`config.mk`:
```
export PLATFORM = sky130hd
export DESIGN_NAME = spis_sem_regs
export DESIGN_NICKNAME = d
export VERILOG_FILES = /design/src/spis_pkg.sv /design/src/spis_sem_regs.sv
export VERILOG_INCLUDE_DIRS = /design/src /design/src/src
export SDC_FILE = /design/constraint.sdc
export NUM_CORES = 2
export LEC_CHECK = 0
export ABC_AREA = 1
export BUFFER_PORTS_ARGS = -buffer_cell sky130_fd_sc_hd__buf_2
export CAP_MARGIN = 10
export CELL_PAD_IN_SITES_DETAIL_PLACEMENT = 1
export CELL_PAD_IN_SITES_GLOBAL_PLACEMENT = 2
export CORE_ASPECT_RATIO = 1.1
export CORE_MARGIN = 2
export CORE_UTILIZATION = 25
export DETAILED_ROUTE_END_ITERATION = 10
export PLACE_DENSITY = 0.64
export SYNTH_ARGS = -nofsm -noshare
export SYNTH_HDL_FRONTEND = slang
export SYNTH_SLANG_ARGS = --single-unit
```
`constraint.sdc`:
```
create_clock -name REF_CLK -period 4 [get_ports REF_CLK]
set_input_delay 0 -clock REF_CLK [delete_from_list [all_inputs] [get_ports REF_CLK]]
set_output_delay 0 -clock REF_CLK [all_outputs]
set_load 0.01 [all_outputs]
```
`src/spis_defines.svh`:
```
// Register offsets, field positions and fixed values of the SPI slave
// semaphore block. Assumes 12-bit byte addresses on the register bus.
`ifndef SPIS_DEFINES_SVH
`define SPIS_DEFINES_SVH

`define OFS_ACQ      12'h024
`define OFS_REL      12'h028
`define OFS_SUB_ACQ  12'h0a4
`define OFS_SUB_REL  12'h0a8
`define OFS_EV_END   12'h104
`define OFS_EV_RX    12'h110
`define OFS_EV_ACQ   12'h128
`define OFS_PUB_END  12'h184
`define OFS_PUB_RX   12'h190
`define OFS_PUB_ACQ  12'h1a8
`define OFS_EVENT_TASK_LINKS   12'h200
`define OFS_MASKSET  12'h304
`define OFS_MASKCLR  12'h308
`define OFS_SEM_OWN  12'h400
`define OFS_STATUS   12'h440
`define OFS_UNIT     12'h500
`define OFS_PSCK     12'h508
`define OFS_PMISO    12'h50c
`define OFS_PMOSI    12'h510
`define OFS_PCSN     12'h514
`define OFS_RXPTR    12'h534
`define OFS_RXMAX    12'h538
`define OFS_RXAMT    12'h53c
`define OFS_RXLIST   12'h540
`define OFS_TXPTR    12'h544
`define OFS_TXMAX    12'h548
`define OFS_TXAMT    12'h54c
`define OFS_TXLIST   12'h550
`define OFS_CONFIG   12'h554
`define OFS_IGN_CHR  12'h55c
`define OFS_OVR_CHR  12'h5c0
// Byte buffer windows, 16 words each, selected by address bits 11:6
`define RXWIN_IDX    6'h18
`define TXWIN_IDX    6'h19

`define CH_MSB       3
`define EN_BIT       31
`define DISC_BIT     31
`define SC_END_ACQ   2
`define IB_END       1
`define IB_RX        4
`define IB_ACQ       10
`define ST_OVR       0
`define ST_OVF       1
`define CFG_LSB      0
`define CFG_CPHA     1
`define CFG_CPOL     2
`define UNIT_ON_VAL  4'h2
`define RESP_OKAY    2'b00
`define RESP_DECERR  2'b11

`endif

```
`src/spis_pkg.sv`:
```
// Types of the SPI slave semaphore block: bus carriers and module state.
// Assumes the AXI4-Lite master drives 12-bit addresses.
`default_nettype none
package spis_pkg;

  typedef enum logic [1:0] {
    SEM_FREE     = 2'b00,
    SEM_CPU      = 2'b01,
    SEM_SLV      = 2'b10,
    SEM_CPU_WAIT = 2'b11
  } sem_e;

  typedef struct packed {
    logic        awvalid;
    logic [11:0] awaddr;
    logic        wvalid;
    logic [31:0] wdata;
    logic [3:0]  wstrb;
    logic        bready;
    logic        arvalid;
    logic [11:0] araddr;
    logic        rready;
  } axi_req_s;

  typedef struct packed {
    logic        awready;
    logic        wready;
    logic        bvalid;
    logic [1:0]  bresp;
    logic        arready;
    logic        rvalid;
    logic [31:0] rdata;
    logic [1:0]  rresp;
  } axi_rsp_s;

  typedef struct packed {
    axi_rsp_s          rsp;
    logic              aw_h;
    logic              w_h;
    logic [11:0]       wa;
    logic [31:0]       wd;
    logic [3:0]        ws;
    sem_e              sem;
    logic [31:0]       sub_acq;
    logic [31:0]       sub_rel;
    logic [31:0]       pub_end;
    logic [31:0]       pub_rx;
    logic [31:0]       pub_acq;
    logic              ev_end;
    logic              ev_rx;
    logic              ev_acq;
    logic              sc_end_acq;
    logic [2:0]        mask;
    logic              ovr;
    logic              ovf;
    logic [3:0]        unit;
    logic [31:0]       psel_sck;
    logic [31:0]       psel_miso;
    logic [31:0]       psel_mosi;
    logic [31:0]       psel_cs;
    logic [31:0]       rx_base;
    logic [31:0]       tx_base;
    logic [7:0]        rx_lim;
    logic [7:0]        tx_lim;
    logic [7:0]        rx_amt;
    logic [7:0]        tx_amt;
    logic [7:0]        rx_cnt;
    logic [7:0]        tx_cnt;
    logic [1:0]        rx_list;
    logic [1:0]        tx_list;
    logic [2:0]        cfg;
    logic [7:0]        dfl;
    logic [7:0]        ovr_fill;
    logic [15:0][7:0]  rxm;
    logic [15:0][7:0]  txm;
    logic [2:0]        sck_s;
    logic [1:0]        mosi_s;
    logic [1:0]        cs_sync;
    logic              busy;
    logic              grant;
    logic [2:0]        bitn;
    logic [7:0]        rsh;
    logic [7:0]        tsh;
    logic              reload;
    logic              miso;
    logic              miso_oe;
    logic              irq;
    logic [15:0]       evt_out;
  } state_s;

endpackage
`default_nettype wire

```
`src/spis_sem_regs.sv`:
```
// SPI slave with a buffer semaphore, AXI4-Lite registers and 16-byte
// receive and transmit buffers. Assumes SCK, MOSI and chip select come
// from pins in another clock domain; EVT_IN comes from REF_CLK logic.
//
// Overview of operation
// - Release task hands semaphore from CPU to free
// - Acquire by task write or subscribed event
// - Release also triggerable by subscribed event
// - Ignored transaction shifts out default character
// - Received byte count latched after granted transaction
// - Sent byte count latched after granted transaction
// - Store no more than receive limit
// - Fetch no more than transmit limit
// - Receive-full flag set and published
// - Transaction-done flag set and published
// - Semaphore-granted flag set and published
// - Shortcut lets done event trigger acquire
// - Error status and semaphore state readable
// - Pin routes; alias names share offsets
// - Enable gives CPU semaphore without event
// - Simultaneous request at start goes to CPU
// - Chip select rise releases and signals done
// - Excess reads flag error, send overrun char
`include "spis_defines.svh"
`default_nettype none
module spis_sem_regs (
  input  wire logic               REF_CLK,
  input  wire logic               RST_N,
  input  wire spis_pkg::axi_req_s AXI_REQ,
  output var  spis_pkg::axi_rsp_s AXI_RSP,
  input  wire logic               SCK,
  input  wire logic               MOSI,
  input  wire logic               CHIP_SELECT_N,
  output var  logic               MISO_O,
  output var  logic               MISO_OE,
  input  wire logic [15:0]        EVT_IN,
  output var  logic [15:0]        EVT_OUT,
  output var  logic               IRQ
);

  spis_pkg::state_s q;
  spis_pkg::state_s n;
  logic [33:0] rq;
  logic [31:0] wv;
  logic        wr;
  logic        en;
  logic        sel;
  logic        start;
  logic        stop;
  logic        lead;
  logic        trail;
  logic        samp;
  logic        shft;
  logic        acq_req;
  logic        rel_req;
  logic        g_now;
  logic        load_now;
  logic        g_use;
  logic [7:0]  cnt_use;
  logic        ev_end_p;
  logic        ev_rx_p;
  logic        ev_acq_p;

  // Byte-lane merge of a write into an old word
  function automatic logic [31:0] mrg(input logic [31:0] o, input logic [31:0] d,
                                      input logic [3:0] s);
    logic [31:0] r;
    r = o;
    for (int i = 0; i < 4; i++)
    begin
      if (s[i]) r[8*i +: 8] = d[8*i +: 8];
    end
    return r;
  endfunction

  // Address decode shared by reads and writes: {resp, data}
  function automatic logic [33:0] rd(input logic [11:0] a, input spis_pkg::state_s s);
    logic [31:0] d;
    logic        ok;
    d = 32'h0;
    ok = 1'b1;
    if (a == `OFS_ACQ || a == `OFS_REL) d = 32'h0;
    else if (a == `OFS_SUB_ACQ) d = s.sub_acq;
    else if (a == `OFS_SUB_REL) d = s.sub_rel;
    else if (a == `OFS_EV_END) d[0] = s.ev_end;
    else if (a == `OFS_EV_RX) d[0] = s.ev_rx;
    else if (a == `OFS_EV_ACQ) d[0] = s.ev_acq;
    else if (a == `OFS_PUB_END) d = s.pub_end;
    else if (a == `OFS_PUB_RX) d = s.pub_rx;
    else if (a == `OFS_PUB_ACQ) d = s.pub_acq;
    else if (a == `OFS_EVENT_TASK_LINKS) d[`SC_END_ACQ] = s.sc_end_acq;
    else if (a == `OFS_MASKSET || a == `OFS_MASKCLR)
    begin
      d[`IB_END] = s.mask[0];
      d[`IB_RX] = s.mask[1];
      d[`IB_ACQ] = s.mask[2];
    end
    else if (a == `OFS_SEM_OWN) d[1:0] = s.sem;
    else if (a == `OFS_STATUS)
    begin
      d[`ST_OVR] = s.ovr;
      d[`ST_OVF] = s.ovf;
    end
    else if (a == `OFS_UNIT) d[3:0] = s.unit;
    else if (a == `OFS_PSCK) d = s.psel_sck;
    else if (a == `OFS_PMISO) d = s.psel_miso;
    else if (a == `OFS_PMOSI) d = s.psel_mosi;
    else if (a == `OFS_PCSN) d = s.psel_cs;
    else if (a == `OFS_RXPTR) d = s.rx_base;
    else if (a == `OFS_RXMAX) d[7:0] = s.rx_lim;
    else if (a == `OFS_RXAMT) d[7:0] = s.rx_amt;
    else if (a == `OFS_RXLIST) d[1:0] = s.rx_list;
    else if (a == `OFS_TXPTR) d = s.tx_base;
    else if (a == `OFS_TXMAX) d[7:0] = s.tx_lim;
    else if (a == `OFS_TXAMT) d[7:0] = s.tx_amt;
    else if (a == `OFS_TXLIST) d[1:0] = s.tx_list;
    else if (a == `OFS_CONFIG) d[2:0] = s.cfg;
    else if (a == `OFS_IGN_CHR) d[7:0] = s.dfl;
    else if (a == `OFS_OVR_CHR) d[7:0] = s.ovr_fill;
    else if (a[11:6] == `RXWIN_IDX) d[7:0] = s.rxm[a[5:2]];
    else if (a[11:6] == `TXWIN_IDX) d[7:0] = s.txm[a[5:2]];
    else ok = 1'b0;
    return {ok ? `RESP_OKAY : `RESP_DECERR, d};
  endfunction

  // Next state of the whole block
  always_comb
  begin
    n = q;
    ev_end_p = 1'b0;
    ev_rx_p = 1'b0;
    ev_acq_p = 1'b0;
    acq_req = 1'b0;
    rel_req = 1'b0;

    // Pin synchronisers; the second stage is looked at, and SCK edges also use the third
    n.sck_s = {q.sck_s[1:0], SCK};
    n.mosi_s = {q.mosi_s[0], MOSI};
    n.cs_sync = {q.cs_sync[0], CHIP_SELECT_N};
    en = (q.unit == `UNIT_ON_VAL);
    // A disconnected input route keeps the slave deselected
    sel = en & ~q.psel_sck[`DISC_BIT] & ~q.psel_mosi[`DISC_BIT]
          & ~q.psel_cs[`DISC_BIT] & ~q.cs_sync[1];
    start = sel & ~q.busy;
    stop = q.busy & ~sel;
    lead = (q.sck_s[1] ^ q.cfg[`CFG_CPOL]) & ~(q.sck_s[2] ^ q.cfg[`CFG_CPOL]);
    trail = ~(q.sck_s[1] ^ q.cfg[`CFG_CPOL]) & (q.sck_s[2] ^ q.cfg[`CFG_CPOL]);
    samp = q.busy & (q.cfg[`CFG_CPHA] ? trail : lead);
    shft = q.busy & (q.cfg[`CFG_CPHA] ? lead : trail);
    n.busy = sel;

    // AXI4-Lite channels; a write lands once address and data are both held
    if (AXI_REQ.awvalid && q.rsp.awready)
    begin
      n.aw_h = 1'b1;
      n.wa = {AXI_REQ.awaddr[11:2], 2'b00};
    end
    if (AXI_REQ.wvalid && q.rsp.wready)
    begin
      n.w_h = 1'b1;
      n.wd = AXI_REQ.wdata;
      n.ws = AXI_REQ.wstrb;
    end
    if (q.rsp.bvalid && AXI_REQ.bready) n.rsp.bvalid = 1'b0;
    rq = rd(q.wa, q);
    wr = q.aw_h & q.w_h & ~q.rsp.bvalid;
    wv = mrg(32'h0, q.wd, q.ws);
    if (wr)
    begin
      n.aw_h = 1'b0;
      n.w_h = 1'b0;
      n.rsp.bvalid = 1'b1;
      n.rsp.bresp = rq[33:32];
    end
    n.rsp.awready = ~n.aw_h;
    n.rsp.wready = ~n.w_h;
    if (q.rsp.rvalid && AXI_REQ.rready) n.rsp.rvalid = 1'b0;
    if (AXI_REQ.arvalid && q.rsp.arready)
    begin
      n.rsp.rvalid = 1'b1;
      {n.rsp.rresp, n.rsp.rdata} = rd({AXI_REQ.araddr[11:2], 2'b00}, q);
    end
    n.rsp.arready = ~n.rsp.rvalid;

    // Register writes; unmapped and read-only words are ignored
    if (wr && rq[33:32] == `RESP_OKAY)
    begin
      if (q.wa == `OFS_ACQ) acq_req = wv[0];
      else if (q.wa == `OFS_REL) rel_req = wv[0];
      else if (q.wa == `OFS_SUB_ACQ) n.sub_acq = mrg(q.sub_acq, q.wd, q.ws);
      else if (q.wa == `OFS_SUB_REL) n.sub_rel = mrg(q.sub_rel, q.wd, q.ws);
      else if (q.wa == `OFS_EV_END && q.ws[0]) n.ev_end = q.wd[0];
      else if (q.wa == `OFS_EV_RX && q.ws[0]) n.ev_rx = q.wd[0];
      else if (q.wa == `OFS_EV_ACQ && q.ws[0]) n.ev_acq = q.wd[0];
      else if (q.wa == `OFS_PUB_END) n.pub_end = mrg(q.pub_end, q.wd, q.ws);
      else if (q.wa == `OFS_PUB_RX) n.pub_rx = mrg(q.pub_rx, q.wd, q.ws);
      else if (q.wa == `OFS_PUB_ACQ) n.pub_acq = mrg(q.pub_acq, q.wd, q.ws);
      else if (q.wa == `OFS_EVENT_TASK_LINKS && q.ws[0]) n.sc_end_acq = q.wd[`SC_END_ACQ];
      else if (q.wa == `OFS_MASKSET)
        n.mask = q.mask | {wv[`IB_ACQ], wv[`IB_RX], wv[`IB_END]};
      else if (q.wa == `OFS_MASKCLR)
        n.mask = q.mask & ~{wv[`IB_ACQ], wv[`IB_RX], wv[`IB_END]};
      else if (q.wa == `OFS_STATUS)
      begin
        n.ovr = q.ovr & ~wv[`ST_OVR];
        n.ovf = q.ovf & ~wv[`ST_OVF];
      end
      else if (q.wa == `OFS_UNIT && q.ws[0]) n.unit = q.wd[3:0];
      else if (q.wa == `OFS_PSCK) n.psel_sck = mrg(q.psel_sck, q.wd, q.ws);
      else if (q.wa == `OFS_PMISO) n.psel_miso = mrg(q.psel_miso, q.wd, q.ws);
      else if (q.wa == `OFS_PMOSI) n.psel_mosi = mrg(q.psel_mosi, q.wd, q.ws);
      else if (q.wa == `OFS_PCSN) n.psel_cs = mrg(q.psel_cs, q.wd, q.ws);
      else if (q.wa == `OFS_RXPTR) n.rx_base = mrg(q.rx_base, q.wd, q.ws);
      else if (q.wa == `OFS_RXMAX && q.ws[0]) n.rx_lim = q.wd[7:0];
      else if (q.wa == `OFS_RXLIST && q.ws[0]) n.rx_list = q.wd[1:0];
      else if (q.wa == `OFS_TXPTR) n.tx_base = mrg(q.tx_base, q.wd, q.ws);
      else if (q.wa == `OFS_TXMAX && q.ws[0]) n.tx_lim = q.wd[7:0];
      else if (q.wa == `OFS_TXLIST && q.ws[0]) n.tx_list = q.wd[1:0];
      else if (q.wa == `OFS_CONFIG && q.ws[0]) n.cfg = q.wd[2:0];
      else if (q.wa == `OFS_IGN_CHR && q.ws[0]) n.dfl = q.wd[7:0];
      else if (q.wa == `OFS_OVR_CHR && q.ws[0]) n.ovr_fill = q.wd[7:0];
      else if (q.wa[11:6] == `TXWIN_IDX && q.ws[0]) n.txm[q.wa[5:2]] = q.wd[7:0];
    end

    // Subscribed interconnect channels trigger the tasks too
    if (q.sub_acq[`EN_BIT] && EVT_IN[q.sub_acq[`CH_MSB:0]]) acq_req = 1'b1;
    if (q.sub_rel[`EN_BIT] && EVT_IN[q.sub_rel[`CH_MSB:0]]) rel_req = 1'b1;

    // Semaphore; held by the CPU while disabled so enabling raises no event
    g_now = 1'b0;
    if (!en)
    begin
      n.sem = spis_pkg::SEM_CPU;
      n.grant = 1'b0;
    end
    else if (stop && q.grant)
    begin
      ev_end_p = 1'b1;
      n.grant = 1'b0;
      n.rx_amt = q.rx_cnt;
      n.tx_amt = q.tx_cnt;
      // A waiting request and the shortcut are served once together
      if (q.sem == spis_pkg::SEM_CPU_WAIT || acq_req || q.sc_end_acq)
      begin
        n.sem = spis_pkg::SEM_CPU;
        ev_acq_p = 1'b1;
      end
      else n.sem = spis_pkg::SEM_FREE;
    end
    else
    begin
      case (q.sem)
        spis_pkg::SEM_FREE:
          if (acq_req)
          begin
            n.sem = spis_pkg::SEM_CPU;
            ev_acq_p = 1'b1;
          end
          else if (start)
          begin
            n.sem = spis_pkg::SEM_SLV;
            n.grant = 1'b1;
            g_now = 1'b1;
          end
        spis_pkg::SEM_CPU:
          if (acq_req) ev_acq_p = 1'b1;
          else if (rel_req) n.sem = spis_pkg::SEM_FREE;
        spis_pkg::SEM_SLV:
          if (acq_req) n.sem = spis_pkg::SEM_CPU_WAIT;
        default: n.sem = q.sem;
      endcase
    end

    // Transmit byte selection at start (mode with early data) or reload
    if (start)
    begin
      n.bitn = 3'h0;
      n.rx_cnt = 8'h0;
      n.tx_cnt = 8'h0;
      n.reload = q.cfg[`CFG_CPHA];
    end
    load_now = start ? ~q.cfg[`CFG_CPHA] : (shft & q.reload);
    g_use = start ? g_now : q.grant;
    cnt_use = start ? 8'h0 : q.tx_cnt;
    if (load_now)
    begin
      n.reload = 1'b0;
      if (!g_use) n.tsh = q.dfl;
      else if (cnt_use < q.tx_lim)
      begin
        n.tsh = q.txm[4'(q.tx_base[3:0] + cnt_use[3:0])];
        n.tx_cnt = cnt_use + 8'h1;
      end
      else
      begin
        n.tsh = q.ovr_fill;
        n.ovr = 1'b1;
      end
    end
    else if (shft)
      n.tsh = q.cfg[`CFG_LSB] ? {1'b0, q.tsh[7:1]} : {q.tsh[6:0], 1'b0};

    // Receive shift; a whole byte goes to the buffer only when granted
    if (samp)
    begin
      n.rsh = q.cfg[`CFG_LSB] ? {q.mosi_s[1], q.rsh[7:1]} : {q.rsh[6:0], q.mosi_s[1]};
      n.bitn = q.bitn + 3'h1;
      if (q.bitn == 3'h7)
      begin
        n.reload = 1'b1;
        if (q.grant && q.rx_cnt < q.rx_lim)
        begin
          n.rxm[4'(q.rx_base[3:0] + q.rx_cnt[3:0])] = n.rsh;
          n.rx_cnt = q.rx_cnt + 8'h1;
          if (q.rx_cnt + 8'h1 == q.rx_lim) ev_rx_p = 1'b1;
        end
        else if (q.grant) n.ovf = 1'b1;
      end
    end

    // Pin outputs; the output bit follows the shift register
    n.miso = q.cfg[`CFG_LSB] ? n.tsh[0] : n.tsh[7];
    n.miso_oe = n.busy & ~q.psel_miso[`DISC_BIT];

    // Hardware sets win over a software clear in the same cycle
    n.ev_end = n.ev_end | ev_end_p;
    n.ev_rx = n.ev_rx | ev_rx_p;
    n.ev_acq = n.ev_acq | ev_acq_p;
    n.evt_out = 16'h0;
    if (ev_end_p && q.pub_end[`EN_BIT]) n.evt_out[q.pub_end[`CH_MSB:0]] = 1'b1;
    if (ev_rx_p && q.pub_rx[`EN_BIT]) n.evt_out[q.pub_rx[`CH_MSB:0]] = 1'b1;
    if (ev_acq_p && q.pub_acq[`EN_BIT]) n.evt_out[q.pub_acq[`CH_MSB:0]] = 1'b1;
    n.irq = |({n.ev_acq, n.ev_rx, n.ev_end} & n.mask);
  end

  // State register
  always_ff @(posedge REF_CLK or negedge RST_N)
  begin
    if (!RST_N) q <= '0;
    else q <= n;
  end

  // Outputs straight from the state register
  assign AXI_RSP = q.rsp;
  assign MISO_O = q.miso;
  assign MISO_OE = q.miso_oe;
  assign EVT_OUT = q.evt_out;
  assign IRQ = q.irq;
endmodule
`default_nettype wire

```
==> flow_summary.json <==
{
  "cp-startpoint": "q[470]",
  "die_h_um": 424,
  "cp-end-kind": "flop",
  "gp_congestion": 0.858,
  "drt-total-wl_mm": 161,
  "finClkSkew_ns": 0.0287,
  "synth.most_common_cell": "nand2_1",
  "p_leak_uw": 0.0214,
  "area_growth_pct": 19.6,
  "routed.top_layer": "met5",
  "antenna_found_initial": 10,
  "grt_pass1_vias": 36200,
  "ys_warn_count": 0,
  "cap_viol_max_count": 0,
  "wl_met1_mm": 74.7,
  "tightestPinTransition_ns": 1.07,
  "drtIter0Drc": 2025,
  "num_vias": 35200,
  "min_path_type": "input port to flop",
  "numCtsBuffers": 101,
  "syn_area_per_cell_um2": 8.22,
  "die_w_um": 386,
  "layout_setup_ws_ns": 0.434,
  "clk_path_buf_depth": 3,
  "r2r_slack_ns": 0.43,
  "yosys.area.top_type_share_pct": 51.7,
  "syn_inst": 4880,
  "p_per_area_mw_per_mm2": 455,
  "syn_nets": 4997,
  "cts_tree": "built",
  "drcViolationCount": 0,
  "vdd_ir_drop_max_uv": 297,
  "met2WireLength_mm": 77.3,
  "clock-sinks": 829,
  "h-tree-depth": 3,
  "wl_per_cell_um": 22.2,
  "ys_types": 71,
  "yosys.area.top_type": "dfrtp_1",
  "dp_cells": 6970,
  "synth_seq_cells": 829,
  "finalNetCount": 5194,
  "clk_latency_ns": 0.73,
  "synth_area_leaders": "dfrtp_1 52%, nand2_1 13%, o21ai_0 11%",
  "core_area_mm2": 0.160,
  "pin_count": 146,
  "drtPass1Iterations": 5,
  "crit_fanout": 32,
  "synthFlopType": "dfrtp_1",
  "rsz0062_at_grt": "no",
  "period_needed_ns": 3.57,
  "status": "complete, no violations",
  "critPathKind": "flop to flop",
  "regToRegEndpoint": "q[21]",
  "crit_slowest_cell": "fa_1",
  "fin_cells": 7272,
  "report.final.slew_viol_count": 0,
  "wl_met3_mm": 5.88,
  "crit_required_ns": 4.64,
  "portBuffers": 141,
  "syn_area_mm2": 0.0401,
  "crit_arrival_ns": 4.21,
  "globalRouteTotalUtil_pct": 19.6,
  "placementRows": 154,
  "hpwl_mm": 112,
  "worstSetupStartpointType": "flop",
  "reg2regPathDepth": 17,
  "place_ws_ns": 0.343,
  "start_util_pct": 25.1,
  "grt.overflow.total": 0,
  "grt_pass1_wl_mm": 242,
  "cp-endpoint": "q[21]",
  "fin_crit_sh_pct": 89.2,
  "max_slew_margin_pct": 27.5,
  "grt_max_degree": 130,
  "fin_util_pct": 30.0,
  "clk_pin_slew_worst_paths_ns": 0.06,
  "drive_gt1_share_pct": 12.1,
  "async_flop_share_pct": 100,
  "clock-root-buffer": "clkbuf_16",
  "vias_per_cell": 4.84,
  "crit_chain": "nor2_1 > nand3_1 > nor2_2 > nor2_1 > ha_2 > inv_1 > fa_1 > inv_1 > buf_12 > o21ai_0 > o21ai_0 > inv_1 > o211ai_1 > o211ai_1 > o21ai_0 > a21oi_1 > o21ai_1",
  "yosys-top-cells-count": "1,371 x nand2_1, 876 x o21ai_0, 829 x dfrtp_1",
  "tns_ns": 0,
  "ant_nets": 0,
  "seq_area_frac_synth_pct": 51.7,
  "cp_slowest_stage_delay_ns": 0.45,
  "regToRegStartpoint": "q[470]",
  "synth-edff-count": 0,
  "setup_viol": 0,
  "hold_viol": 0,
  "cts_setup_buffers": 0,
  "fmax_mhz": 280,
  "die-area_mm2": 0.164
}
[metal layers]
metal	GRT usage [%]	vias to the layer above
met5	0	-
met4	4.78	4
met3	2.53	160
met2	33.0	624
met1	26.6	17700
li1	-	16700
[cell families (layout without fill, tap and decap cells)]
| group | count (synthesis) | in the layout | synth area share (%) |
|---|---|---|---|
| buffers and inverters | 652 | 933 | 6.86 |
| adder cells (fa/ha/maj) | 31 | 31 | 1.00 |
| XOR/XNOR | 23 | 23 | 0.502 |
| AND/OR/NAND/NOR | 1907 | 1907 | 19.9 |
| other | 0 | 5 | 0 |
| flip-flops | 829 | 829 | 51.7 |
| multiplexers | 17 | 17 | 0.452 |
| AO/OA/AOI/OAI | 1421 | 1421 | 19.6 |
[where the power goes]
part           total, uW  leakage [uW]  switching (uW)  internal, uW
Sequential          8980        0.0114             296          8680
Combinational       3340       0.00834            2640           703
Clock               9520       0.00167            3960          5560
[repair_timing]
item,in CTS,in global routing
hold endpoints to repair,631,0
hold buffers,110,0
gates resized for setup,0,2
setup endpoints to repair,0,4
[layout by cell type (no fill, tap or decap), drive strengths merged, types with 4 or more instances in the layout]
master / count
a211oi: 5
a21o: 4
a21oi: 131
a221oi: 11
a22o: 24
a22oi: 40
a31oi: 31
a32oi: 4
buf: 304
bufinv: 7
clkbuf: 144
clkinv: 35
clkinvlp: 8
dfrtp: 829
diode: 5
dlygate4sd3: 109
ha: 29
inv: 326
mux2: 9
mux2i: 8
nand2: 1391
nand3: 113
nand3b: 7
nand4: 46
nor2: 262
nor3: 46
nor4: 13
o211ai: 35
o21a: 14
o21ai: 982
o21bai: 13
o221ai: 18
o22ai: 94
o31ai: 5
or2: 25
xnor2: 5
xor2: 18
[how the worst min path moves through the flow]
stage                      from    endpoint  slack, ns  depth (start not counted)
detailed placement        RST_N      q[273]       0.05                          1
finish              AXI_REQ[38]      q[765]       0.05                          4
global route        AXI_REQ[25]      q[752]       0.07                          4
CTS                 AXI_REQ[38]      q[765]      0.001                          4
global placement          RST_N      q[273]       0.04                          1
floorplan                 RST_N  AXI_RSP[0]      -0.30                          0
[critical path: cells and delay by family (launching register included)]
kind	cells	cell delay (ns)
buffers and inverters	4	0.47
adders and majority gates	2	0.64
DFF	1	0.39
and+or+nand+nor	4	0.81
AOI/OAI and AO/OA	7	1.15
[registers in the layout, summed over array words and instances (netlist names)]
name,flops
EVT_OUT,16
MISO_OE,1
IRQ,1
AXI_RSP,39
MISO_O,1
q,767
n,4
[metrics by stage]
stage               hold WS, ns  area [um2]  total power, uW
floorplan                -0.296       40100            10600
global placement         0.0445       43400            12300
detailed placement       0.0529       43400            12300
CTS                     0.00108       48000            22200
global route             0.0741       48000            22800
finish                   0.0474       48000            21800
[final cells by class]
cell class | count | area, um2
timing repair buffer | 413 | 3250
tap | 2106 | 2640
fill | 18800 | 112000
antenna | 5 | 12.5
multi-input combinational | 3399 | 16700
clock inverter | 43 | 485
clock buffer | 144 | 2930
sequential | 829 | 20700
inverter | 333 | 1260
No activity file was read; power rests on OpenSTA's default activity.
